[src/rtl/flash_link_pkg.sv]
// Constants, state codes and carrier structs for the programming-mode link block.
// Assumes a single 50 MHz clock and an APB master that owns the register side.
package flash_link_pkg;

    // Timing.
    localparam int unsigned CLK_HZ = 50_000_000;
    localparam int unsigned INIT_BAUD = 9600;
    localparam int unsigned INIT_BIT_CYCLES = CLK_HZ / INIT_BAUD;
    localparam logic [15:0] DIV_MIN = 16'h0004;

    // Character format.
    localparam logic [7:0] READY_BYTE = 8'h00;
    localparam logic [7:0] LOW_BYTE = 8'h00;
    localparam logic [3:0] TX_FRAME_BITS = 4'ha;
    localparam logic [3:0] RX_FRAME_BITS = 4'hb;
    localparam logic [3:0] RX_LAST_DATA = 4'h3;

    // Register byte offsets.
    localparam logic [11:0] ADDR_STATUS = 12'h000;
    localparam logic [11:0] ADDR_RXDATA = 12'h004;
    localparam logic [11:0] ADDR_TXDATA = 12'h008;
    localparam logic [11:0] ADDR_BAUD = 12'h00c;
    localparam logic [11:0] ADDR_BAUD_ACT = 12'h010;

    // Status field positions.
    localparam int ST_PROG = 0;
    localparam int ST_READY_SENT = 1;
    localparam int ST_LOW_SEEN = 2;
    localparam int ST_RX_VALID = 3;
    localparam int ST_TX_BUSY = 4;
    localparam int ST_FRAME_ERR = 5;
    localparam int ST_OVERRUN = 6;
    localparam int ST_BAUD_PEND = 7;
    localparam int ST_LINK_UP = 8;

    typedef enum logic [5:0] {
        st_boot = 6'b000001,
        st_normal = 6'b000010,
        st_ready = 6'b000100,
        st_ready_wait = 6'b001000,
        st_wait_low = 6'b010000,
        st_link = 6'b100000
    } seq_e;

    typedef struct packed {
        logic psel;
        logic penable;
        logic pwrite;
        logic [11:0] paddr;
        logic [31:0] pwdata;
    } apb_req_s;

    typedef struct packed {
        logic [31:0] prdata;
        logic pready;
        logic pslverr;
    } apb_rsp_s;

    typedef struct packed {
        logic busy;
        logic [3:0] bits;
        logic [15:0] cnt;
        logic [9:0] shift;
    } tx_s;

    typedef struct packed {
        logic busy;
        logic [3:0] bits;
        logic [15:0] cnt;
        logic [7:0] shift;
        logic err;
    } rx_s;

endpackage

[src/rtl/flash_link.sv]
// Device end of the single-wire programming link, with an APB register slave.
// Assumes the data pin is resolved outside from data_out and data_oe_n,
// and that presetn is the device system reset driven by the programmer.
//
// Implementation choices: the APB slave port and the register offsets.
`timescale 1ns/10ps
module flash_link #(
    parameter int INIT_BIT_CYCLES = flash_link_pkg::INIT_BIT_CYCLES
) (
    // Clock and reset.
    input wire logic pclk,
    input wire logic presetn,
    // Register bus.
    input wire flash_link_pkg::apb_req_s apb_req,
    output flash_link_pkg::apb_rsp_s apb_rsp,
    // Mode strap.
    input wire logic mode_select_pin,
    // Single-wire data pin, split into its three signals.
    input wire logic single_wire_data_pin_in,
    output logic single_wire_data_pin_out,
    output logic single_wire_data_pin_oe_n,
    // Operating mode for the rest of the chip.
    output logic prog_mode
);
    import flash_link_pkg::*;

    localparam logic [15:0] DIV_RESET = 16'(INIT_BIT_CYCLES);

    seq_e state, next_state;
    tx_s tx, next_tx;
    rx_s rx, next_rx;
    logic next_prog_mode;
    logic ready_sent, next_ready_sent;
    logic low_seen, next_low_seen;
    logic [15:0] baud_act, next_baud_act;
    logic [15:0] baud_pend, next_baud_pend;
    logic pend_flag, next_pend_flag;
    logic rx_valid, next_rx_valid;
    logic [7:0] rx_data, next_rx_data;
    logic frame_err, next_frame_err;
    logic overrun, next_overrun;
    logic [31:0] prdata, next_prdata;
    logic tx_go;
    logic [7:0] tx_byte;
    logic tx_done;
    logic rx_enable;
    logic rx_done;
    logic setup;
    logic access;
    logic mapped;
    logic wr_tx;
    logic wr_baud;
    logic rd_rx;
    logic [31:0] status_word;

    // Bus phase decode; the slave answers every access with no wait state.
    assign setup = apb_req.psel && !apb_req.penable;
    assign access = apb_req.psel && apb_req.penable;
    assign mapped = (apb_req.paddr == ADDR_STATUS) || (apb_req.paddr == ADDR_RXDATA)
        || (apb_req.paddr == ADDR_TXDATA) || (apb_req.paddr == ADDR_BAUD)
        || (apb_req.paddr == ADDR_BAUD_ACT);
    assign wr_tx = access && apb_req.pwrite && (apb_req.paddr == ADDR_TXDATA);
    assign wr_baud = access && apb_req.pwrite && (apb_req.paddr == ADDR_BAUD);
    assign rd_rx = access && !apb_req.pwrite && (apb_req.paddr == ADDR_RXDATA);
    assign apb_rsp = '{prdata: prdata,
        pready: 1'b1,
        pslverr: access && !mapped};

    // Pin drive: released whenever no character is going out.
    assign single_wire_data_pin_out = tx.busy ? tx.shift[0] : 1'b1;
    assign single_wire_data_pin_oe_n = !tx.busy;

    // Session sequencer: strap capture, ready byte, wait for the low byte, link.
    always_comb
    begin
        next_state = state;
        next_prog_mode = prog_mode;
        next_ready_sent = ready_sent;
        next_low_seen = low_seen;
        tx_go = 1'b0;
        tx_byte = READY_BYTE;
        rx_enable = 1'b0;
        unique case (state)
            st_boot:
            begin
                // The strap is caught by this clocked step, never by the reset itself.
                next_prog_mode = mode_select_pin;
                next_state = mode_select_pin ? st_ready : st_normal;
            end
            st_normal: next_state = st_normal; // Only a reset leaves normal mode.
            st_ready:
            begin
                tx_go = 1'b1;
                tx_byte = READY_BYTE;
                next_state = st_ready_wait;
            end
            st_ready_wait:
            begin
                if (tx_done)
                begin
                    next_ready_sent = 1'b1;
                    next_state = st_wait_low;
                end
            end
            st_wait_low:
            begin
                rx_enable = 1'b1;
                if (rx_done)
                begin
                    // A wrong or broken low byte still opens the link; software sees why.
                    // The second stop bit is sampled in this very cycle, so look at the pin.
                    next_low_seen = (rx.shift == LOW_BYTE) && !rx.err
                        && single_wire_data_pin_in;
                    next_state = st_link;
                end
            end
            st_link:
            begin
                // Half duplex: the receiver sleeps while our own character is out.
                rx_enable = !tx.busy;
                tx_go = wr_tx && !tx.busy;
                tx_byte = apb_req.pwdata[7:0];
            end
        endcase
    end

    always_ff @(posedge pclk or negedge presetn)
    begin
        if (!presetn)
        begin
            state <= st_boot;
            prog_mode <= 1'b0;
            ready_sent <= 1'b0;
            low_seen <= 1'b0;
        end
        else
        begin
            state <= next_state;
            prog_mode <= next_prog_mode;
            ready_sent <= next_ready_sent;
            low_seen <= next_low_seen;
        end
    end

    // Transmitter: start bit, 8 data bits LSB first, one stop bit, no parity.
    always_comb
    begin
        next_tx = tx;
        tx_done = 1'b0;
        if (!tx.busy)
        begin
            if (tx_go)
            begin
                next_tx.busy = 1'b1;
                next_tx.bits = TX_FRAME_BITS;
                next_tx.shift = {1'b1, tx_byte, 1'b0};
                next_tx.cnt = baud_act - 16'h0001;
            end
        end
        else if (tx.cnt != 16'h0000)
        begin
            next_tx.cnt = tx.cnt - 16'h0001;
        end
        else if (tx.bits == 4'h1)
        begin
            next_tx.busy = 1'b0;
            tx_done = 1'b1;
        end
        else
        begin
            next_tx.bits = tx.bits - 4'h1;
            next_tx.shift = {1'b1, tx.shift[9:1]};
            next_tx.cnt = baud_act - 16'h0001;
        end
    end

    always_ff @(posedge pclk or negedge presetn)
    begin
        if (!presetn)
        begin
            tx <= '{busy: 1'b0, bits: 4'h0, cnt: 16'h0000, shift: 10'h3ff};
        end
        else
        begin
            tx <= next_tx;
        end
    end

    // Receiver: samples mid-bit, expects two stop bits from the programmer.
    // A low stop bit marks a framing error but the byte is still delivered.
    always_comb
    begin
        next_rx = rx;
        rx_done = 1'b0;
        if (!rx.busy)
        begin
            if (rx_enable && !single_wire_data_pin_in)
            begin
                next_rx.busy = 1'b1;
                next_rx.bits = RX_FRAME_BITS;
                next_rx.cnt = {1'b0, baud_act[15:1]};
                next_rx.err = 1'b0;
            end
        end
        else if (rx.cnt != 16'h0000)
        begin
            next_rx.cnt = rx.cnt - 16'h0001;
        end
        else
        begin
            next_rx.cnt = baud_act - 16'h0001;
            next_rx.bits = rx.bits - 4'h1;
            if (rx.bits == RX_FRAME_BITS)
            begin
                // A start bit that did not last to mid-bit was a glitch.
                next_rx.busy = !single_wire_data_pin_in;
            end
            else if (rx.bits >= RX_LAST_DATA)
            begin
                next_rx.shift = {single_wire_data_pin_in, rx.shift[7:1]};
            end
            else
            begin
                if (!single_wire_data_pin_in)
                begin
                    next_rx.err = 1'b1;
                end
                if (rx.bits == 4'h1)
                begin
                    next_rx.busy = 1'b0;
                    rx_done = 1'b1;
                end
            end
        end
    end

    always_ff @(posedge pclk or negedge presetn)
    begin
        if (!presetn)
        begin
            rx <= '{busy: 1'b0, bits: 4'h0, cnt: 16'h0000, shift: 8'h00, err: 1'b0};
        end
        else
        begin
            rx <= next_rx;
        end
    end

    // Status word seen by software.
    always_comb
    begin
        status_word = 32'h0000_0000;
        status_word[ST_PROG] = prog_mode;
        status_word[ST_READY_SENT] = ready_sent;
        status_word[ST_LOW_SEEN] = low_seen;
        status_word[ST_RX_VALID] = rx_valid;
        status_word[ST_TX_BUSY] = tx.busy;
        status_word[ST_FRAME_ERR] = frame_err;
        status_word[ST_OVERRUN] = overrun;
        status_word[ST_BAUD_PEND] = pend_flag;
        status_word[ST_LINK_UP] = (state == st_link);
    end

    // Register file. A new rate is held pending and only applied once the
    // character in flight (the acknowledge) has left, so the next character
    // in either direction, the sync command, uses the new rate.
    always_comb
    begin
        next_baud_act = baud_act;
        next_baud_pend = baud_pend;
        next_pend_flag = pend_flag;
        next_rx_valid = rx_valid;
        next_rx_data = rx_data;
        next_frame_err = frame_err;
        next_overrun = overrun;
        next_prdata = prdata;
        if (pend_flag && tx_done)
        begin
            next_baud_act = baud_pend;
            next_pend_flag = 1'b0;
        end
        if (wr_baud && (apb_req.pwdata[15:0] >= DIV_MIN))
        begin
            next_baud_pend = apb_req.pwdata[15:0];
            next_pend_flag = 1'b1;
        end
        if (rd_rx)
        begin
            next_rx_valid = 1'b0;
            next_frame_err = 1'b0;
            next_overrun = 1'b0;
        end
        // A byte landing in the same cycle as the read-clear wins.
        if (rx_done && (state == st_link))
        begin
            next_rx_valid = 1'b1;
            next_rx_data = rx.shift;
            next_frame_err = rx.err || !single_wire_data_pin_in;
            next_overrun = rx_valid && !rd_rx;
        end
        if (setup)
        begin
            unique case (apb_req.paddr)
                ADDR_STATUS: next_prdata = status_word;
                ADDR_RXDATA: next_prdata = {24'h000000, rx_data};
                ADDR_BAUD: next_prdata = {16'h0000, baud_pend};
                ADDR_BAUD_ACT: next_prdata = {16'h0000, baud_act};
                default: next_prdata = 32'h0000_0000;
            endcase
        end
    end

    always_ff @(posedge pclk or negedge presetn)
    begin
        if (!presetn)
        begin
            baud_act <= DIV_RESET;
            baud_pend <= DIV_RESET;
            pend_flag <= 1'b0;
            rx_valid <= 1'b0;
            rx_data <= 8'h00;
            frame_err <= 1'b0;
            overrun <= 1'b0;
            prdata <= 32'h0000_0000;
        end
        else
        begin
            baud_act <= next_baud_act;
            baud_pend <= next_baud_pend;
            pend_flag <= next_pend_flag;
            rx_valid <= next_rx_valid;
            rx_data <= next_rx_data;
            frame_err <= next_frame_err;
            overrun <= next_overrun;
            prdata <= next_prdata;
        end
    end

endmodule

[config.mk]
export PLATFORM = sky130hd
export DESIGN_NAME = flash_link
export DESIGN_NICKNAME = d
export VERILOG_FILES = /design/src/rtl/flash_link_pkg.sv /design/src/rtl/flash_link.sv
export SDC_FILE = /design/constraint.sdc
export NUM_CORES = 1
export LEC_CHECK = 0
export ABC_AREA = 1
export BUFFER_PORTS_ARGS = -buffer_cell sky130_fd_sc_hd__buf_2
export CELL_PAD_IN_SITES_DETAIL_PLACEMENT = 2
export CELL_PAD_IN_SITES_GLOBAL_PLACEMENT = 2
export CORE_MARGIN = 2
export CORE_UTILIZATION = 35
export CTS_BUF_LIST = sky130_fd_sc_hd__clkbuf_8
export DETAILED_ROUTE_END_ITERATION = 8
export PLACE_DENSITY_LB_ADDON = 0.2
export SLEW_MARGIN = 20
export SYNTH_ARGS = -nofsm -noshare
export SYNTH_HDL_FRONTEND = slang
export SYNTH_SLANG_ARGS = --single-unit
[constraint.sdc]
create_clock -name pclk -period 2.15 [get_ports pclk]
set_input_delay 0 -clock pclk [delete_from_list [all_inputs] [get_ports pclk]]
set_output_delay 0 -clock pclk [all_outputs]
set_load 0.005 [all_outputs]
==> metrics.md <==
| Metric | Value |
|---|---|
| CTS root buf | clkbuf_8 |
| Syn Std Cell Area | 0.00803 mm2 |
| Share of cells above drive strength 1 | 16.5% |
| Final period util | 93.7% |
| DR iter-0 viols | 285 |
| Nets@finish | 1272 |
| Internal power | 3670 uW |
| Core Region | 0.0226 mm2 |
| WP data required | 2.53 ns |
| Hold Path Origin | apb_req[45] |
| Clock Sink Count | 130 |
| Die height | 155 um |
| Met2 usage | 43.6% |
| Outcome | finished, final reports clean |
| Routed Antenna Nets | 0 |
| Drt first pass iters | 4 |
| Final RePlAce weighted congestion | 0.822 |
| Fill count | 2718 |
| First-pass GRT wire length | 47200 um |
| Post-route clock skew | 0.0222 ns |
| Total negative slack | 0 ns |
| Post-synth top flop | dfrtp_1 |
| Delay of the slowest critical-path stage | 0.40 ns |
| Overall overflow remaining after global route | 0 |
| Yosys reg bits | 130 |
| Hold Path Class | input pin to flip-flop |
| Skew-Pair Late Insertion Delay | 0.47 ns |
| CP Class | flip-flop to flip-flop |
| Pleak | 0.00454 uW |
| Minimum clock period | 2.01 ns |
| Die Wd | 155 um |
| Fmax | 496 MHz |
| Clock buffer count from CTS | 17 |
| Max VDD drop | 266 uV |
| GR Util met1 | 32.3% |
| GRT Max-Usage Layer | met2 |
| CP most frequent cell | nor2_4 |
| Layout area overhead | 15.6% |
| Worst-Margin Slew | 0.681 ns |
| Initial antenna violation count | 0 |
| Relative slew margins | 54.5% |
| Reg clk slew, reported paths | 0.10 ns |
| Hold Slack | 0.0268 ns |
| Met3 usage | 3.79% |
| Initial Util | 35.6% |
| Net Switching | 1300 uW |
| Yosys cell types | 41 |
| Critical-path top delay cell | dfrtp_1 |
| Row count | 55 |
| Yosys warning total | 0 |
| Clock Path Buffers | 2 |
| Vias in the first global route | 8684 |
| Crit path buf inv count | 2 |
| Ys async rst share | 100% |
| Critical path peak fanout | 6 |
| Ant diodes | 0 |
| Final hold vios | 0 |
| Seq pwr share | 49.2% |
| Worst Setup SP | rx[9]$_DFFE_PN0P_ |
| GR Util All Layers | 25.1% |
| CTS tree | built |
| CP top delay family | simple AND/OR/NAND/NOR gates |
| Setup crit start kind | flip-flop |
| Wire per inst | 19.0 um |
| Max Slew Vio Count | 0 |
| Reg-to-Reg Start | rx[9]$_DFFE_PN0P_ |
| Largest net degree at the start of global routing | 59 |
| Register area share after synthesis | 40.8% |
| CP Cell Sequence | inv_1, ha_2, nand3_2, nor2_4, nand3b_4, nor2_4, inv_2, nor2_4, nand2_2, nand2_1, nand2_1 |
| H-tree Lvls | 4 |
| Mean post-synth cell area | 7.13 um2 |
| Power Dens Cells | 535 mW/mm2 |
| Max Cap Viol | 0 |
| Final WL | 28700 um |
| Post-synth EDFFs | 0 |
| Die area | 0.0242 mm2 |
| Final setup viols | 0 |
| Post-DP HPWL | 20500 um |
| DR DRC count | 0 |
| CP arrival | 2.39 ns |
| Crit end category | flip-flop |
| Mapped Cells | 1127 |
| I/O pin cnt | 88 |
| Switching part of the total power | 26.1% |
| Port Buffers | 54 |
| Combinational Power Share | 3.8% |
| Total number of vias | 7709 |
| Clk pwr share | 46.9% |
| DR vias/cell | 5.10 |
Yosys cell counts, types with 8 or more instances:
| library cell | n | share of area [%] |
|---|---|---|
| nor2_1 | 77 | 3.6 |
| nand2_1 | 410 | 19 |
| inv_1 | 118 | 5.5 |
| o211ai_1 | 10 | 0.93 |
| o21ai_0 | 67 | 4.2 |
| o22ai_1 | 20 | 1.6 |
| inv_2 | 8 | 0.37 |
| dfstp_2 | 21 | 6.9 |
| nand4_1 | 8 | 0.62 |
| buf_2 | 13 | 0.81 |
| o21ai_2 | 8 | 0.87 |
| nor2_2 | 11 | 0.86 |
| nor2_4 | 13 | 1.8 |
| xor2_1 | 15 | 1.6 |
| a21oi_1 | 13 | 0.81 |
| nand3_1 | 97 | 6.0 |
| buf_4 | 21 | 2.0 |
| dfrtp_1 | 109 | 34 |
| ha_1 | 8 | 1.2 |
| nand2_2 | 11 | 0.86 |
metrics by stage:
| step | utilization [%] | setup slack (ns) | instance area, um2 | instances | power (uW) |
|---|---|---|---|---|---|
| 2_1_floorplan | - | 0.461 | 8090 | 1142 | 2550 |
| 3_3_place_gp | 38.2 | 0.181 | 8620 | 1458 | 2650 |
| 3_5_place_dp | 38.2 | 0.0329 | 8620 | 1458 | 2650 |
| 4_1_cts | 41.0 | 0.0830 | 9250 | 1511 | 5030 |
| 5_1_grt | 41.1 | -0.0109 | 9280 | 1511 | 5160 |
| 6_report | 41.1 | 0.136 | 9280 | 1511 | 4970 |
flip-flops by register name (all words and copies together) (netlist names):
register / flops
rx_data: 8
state: 6
ready_sent: 1
low_seen: 1
tx: 30
pend_flag: 1
rx: 30
baud_act: 16
rx_valid: 1
frame_err: 1
overrun: 1
status_word: 1
baud_pend: 16
prdata: 16
prog_mode: 1
routing by layer:
layer  part of all wire [%]  vias up
li1                       -     3705
met1                     46     3862
met2                     50      107
met3                    2.5       35
met4                    1.9        0
met5                      0        -
layout make-up:
cell class / instances / area (um2) / share of cell area [%]
Sequential cell: 130 / 3280 / 35.3
Multi-Input combinational cell: 836 / 4050 / 43.6
Clock inverter: 15 / 184 / 1.98
Inverter: 130 / 495 / 5.34
Clock buffer: 17 / 234 / 2.52
Tap cell: 285 / 357 / 3.84
Timing Repair Buffer: 98 / 684 / 7.37
worst reg2reg max path, cell delays in order, from the launching register on:
cell	delay, ns
dfrtp_1	0.40
inv_1	0.09
ha_2	0.24
nand3_2	0.15
nor2_4	0.18
nand3b_4	0.14
nor2_4	0.19
inv_2	0.12
nor2_4	0.21
nand2_2	0.09
nand2_1	0.07
nand2_1	0.05
logic make-up (layout without fill, tap and decap cells):
kind of cell	count (synthesis)	after routing	share of synthesized area [%]
xor+xnor	22	22	2.40
other cells	2	17	0.0935
fa+ha+maj	8	8	1.25
flops	130	130	40.8
compound gates	128	128	9.32
buf+inv	176	260	9.89
simple gates	661	661	36.2
repair_timing:
action | CTS | global route
gates cloned | 0 | 0
setup buffers | 0 | 0
gates resized for setup | 1 | 8
endpoints found under the hold margin | 107 | 0
hold buffers | 21 | 0
pin swaps | 0 | 0
setup endpoints to repair | 1 | 26
cell usage in the layout (no fill, tap or decap), types with 15 or more instances in the layout:
master / netlist / routed
nand3_1: 97 / 95
xor2_1: 15 / 15
nand2_1: 410 / 409
buf_4: 21 / 21
buf_2: 13 / 53
inv_1: 118 / 119
nor2_1: 77 / 76
o21ai_0: 67 / 67
conb_1: 2 / 17
dlygate4sd3_1: 0 / 21
o22ai_1: 20 / 20
clkbuf_8: 0 / 17
dfstp_2: 21 / 21
dfrtp_1: 109 / 109
power groups by stage:
| stage | Combinational (uW) | Sequential [uW] | Clock, uW |
|---|---|---|---|
| after floorplan | 59.2 | 2490 | 0 |
| after detailed placement | 161 | 2490 | 0 |
| after CTS | 190 | 2450 | 2390 |
| final | 190 | 2450 | 2330 |
| after global routing | 214 | 2450 | 2500 |
| after global placement | 158 | 2490 | 0 |
path summary, 6_finish.rpt:
check	to	slack [ns]	depth (start not counted)
min in group asynchronous	rx[27]$_DFFE_PN0P_	0.09	2
hold reg to reg	tx[4]$_DFFE_PN1P_	0.47	2
setup / recovery	low_seen$_DFFE_PN0P_	0.14	11
setup reg to reg	low_seen$_DFFE_PN0P_	0.14	11
max in group asynchronous	baud_pend[3]$_DFFE_PN1P_	1.24	3
hold / removal	prdata[14]$_DFFE_PN0P_	0.03	5
No activity file was read; power rests on OpenSTA's default activity.
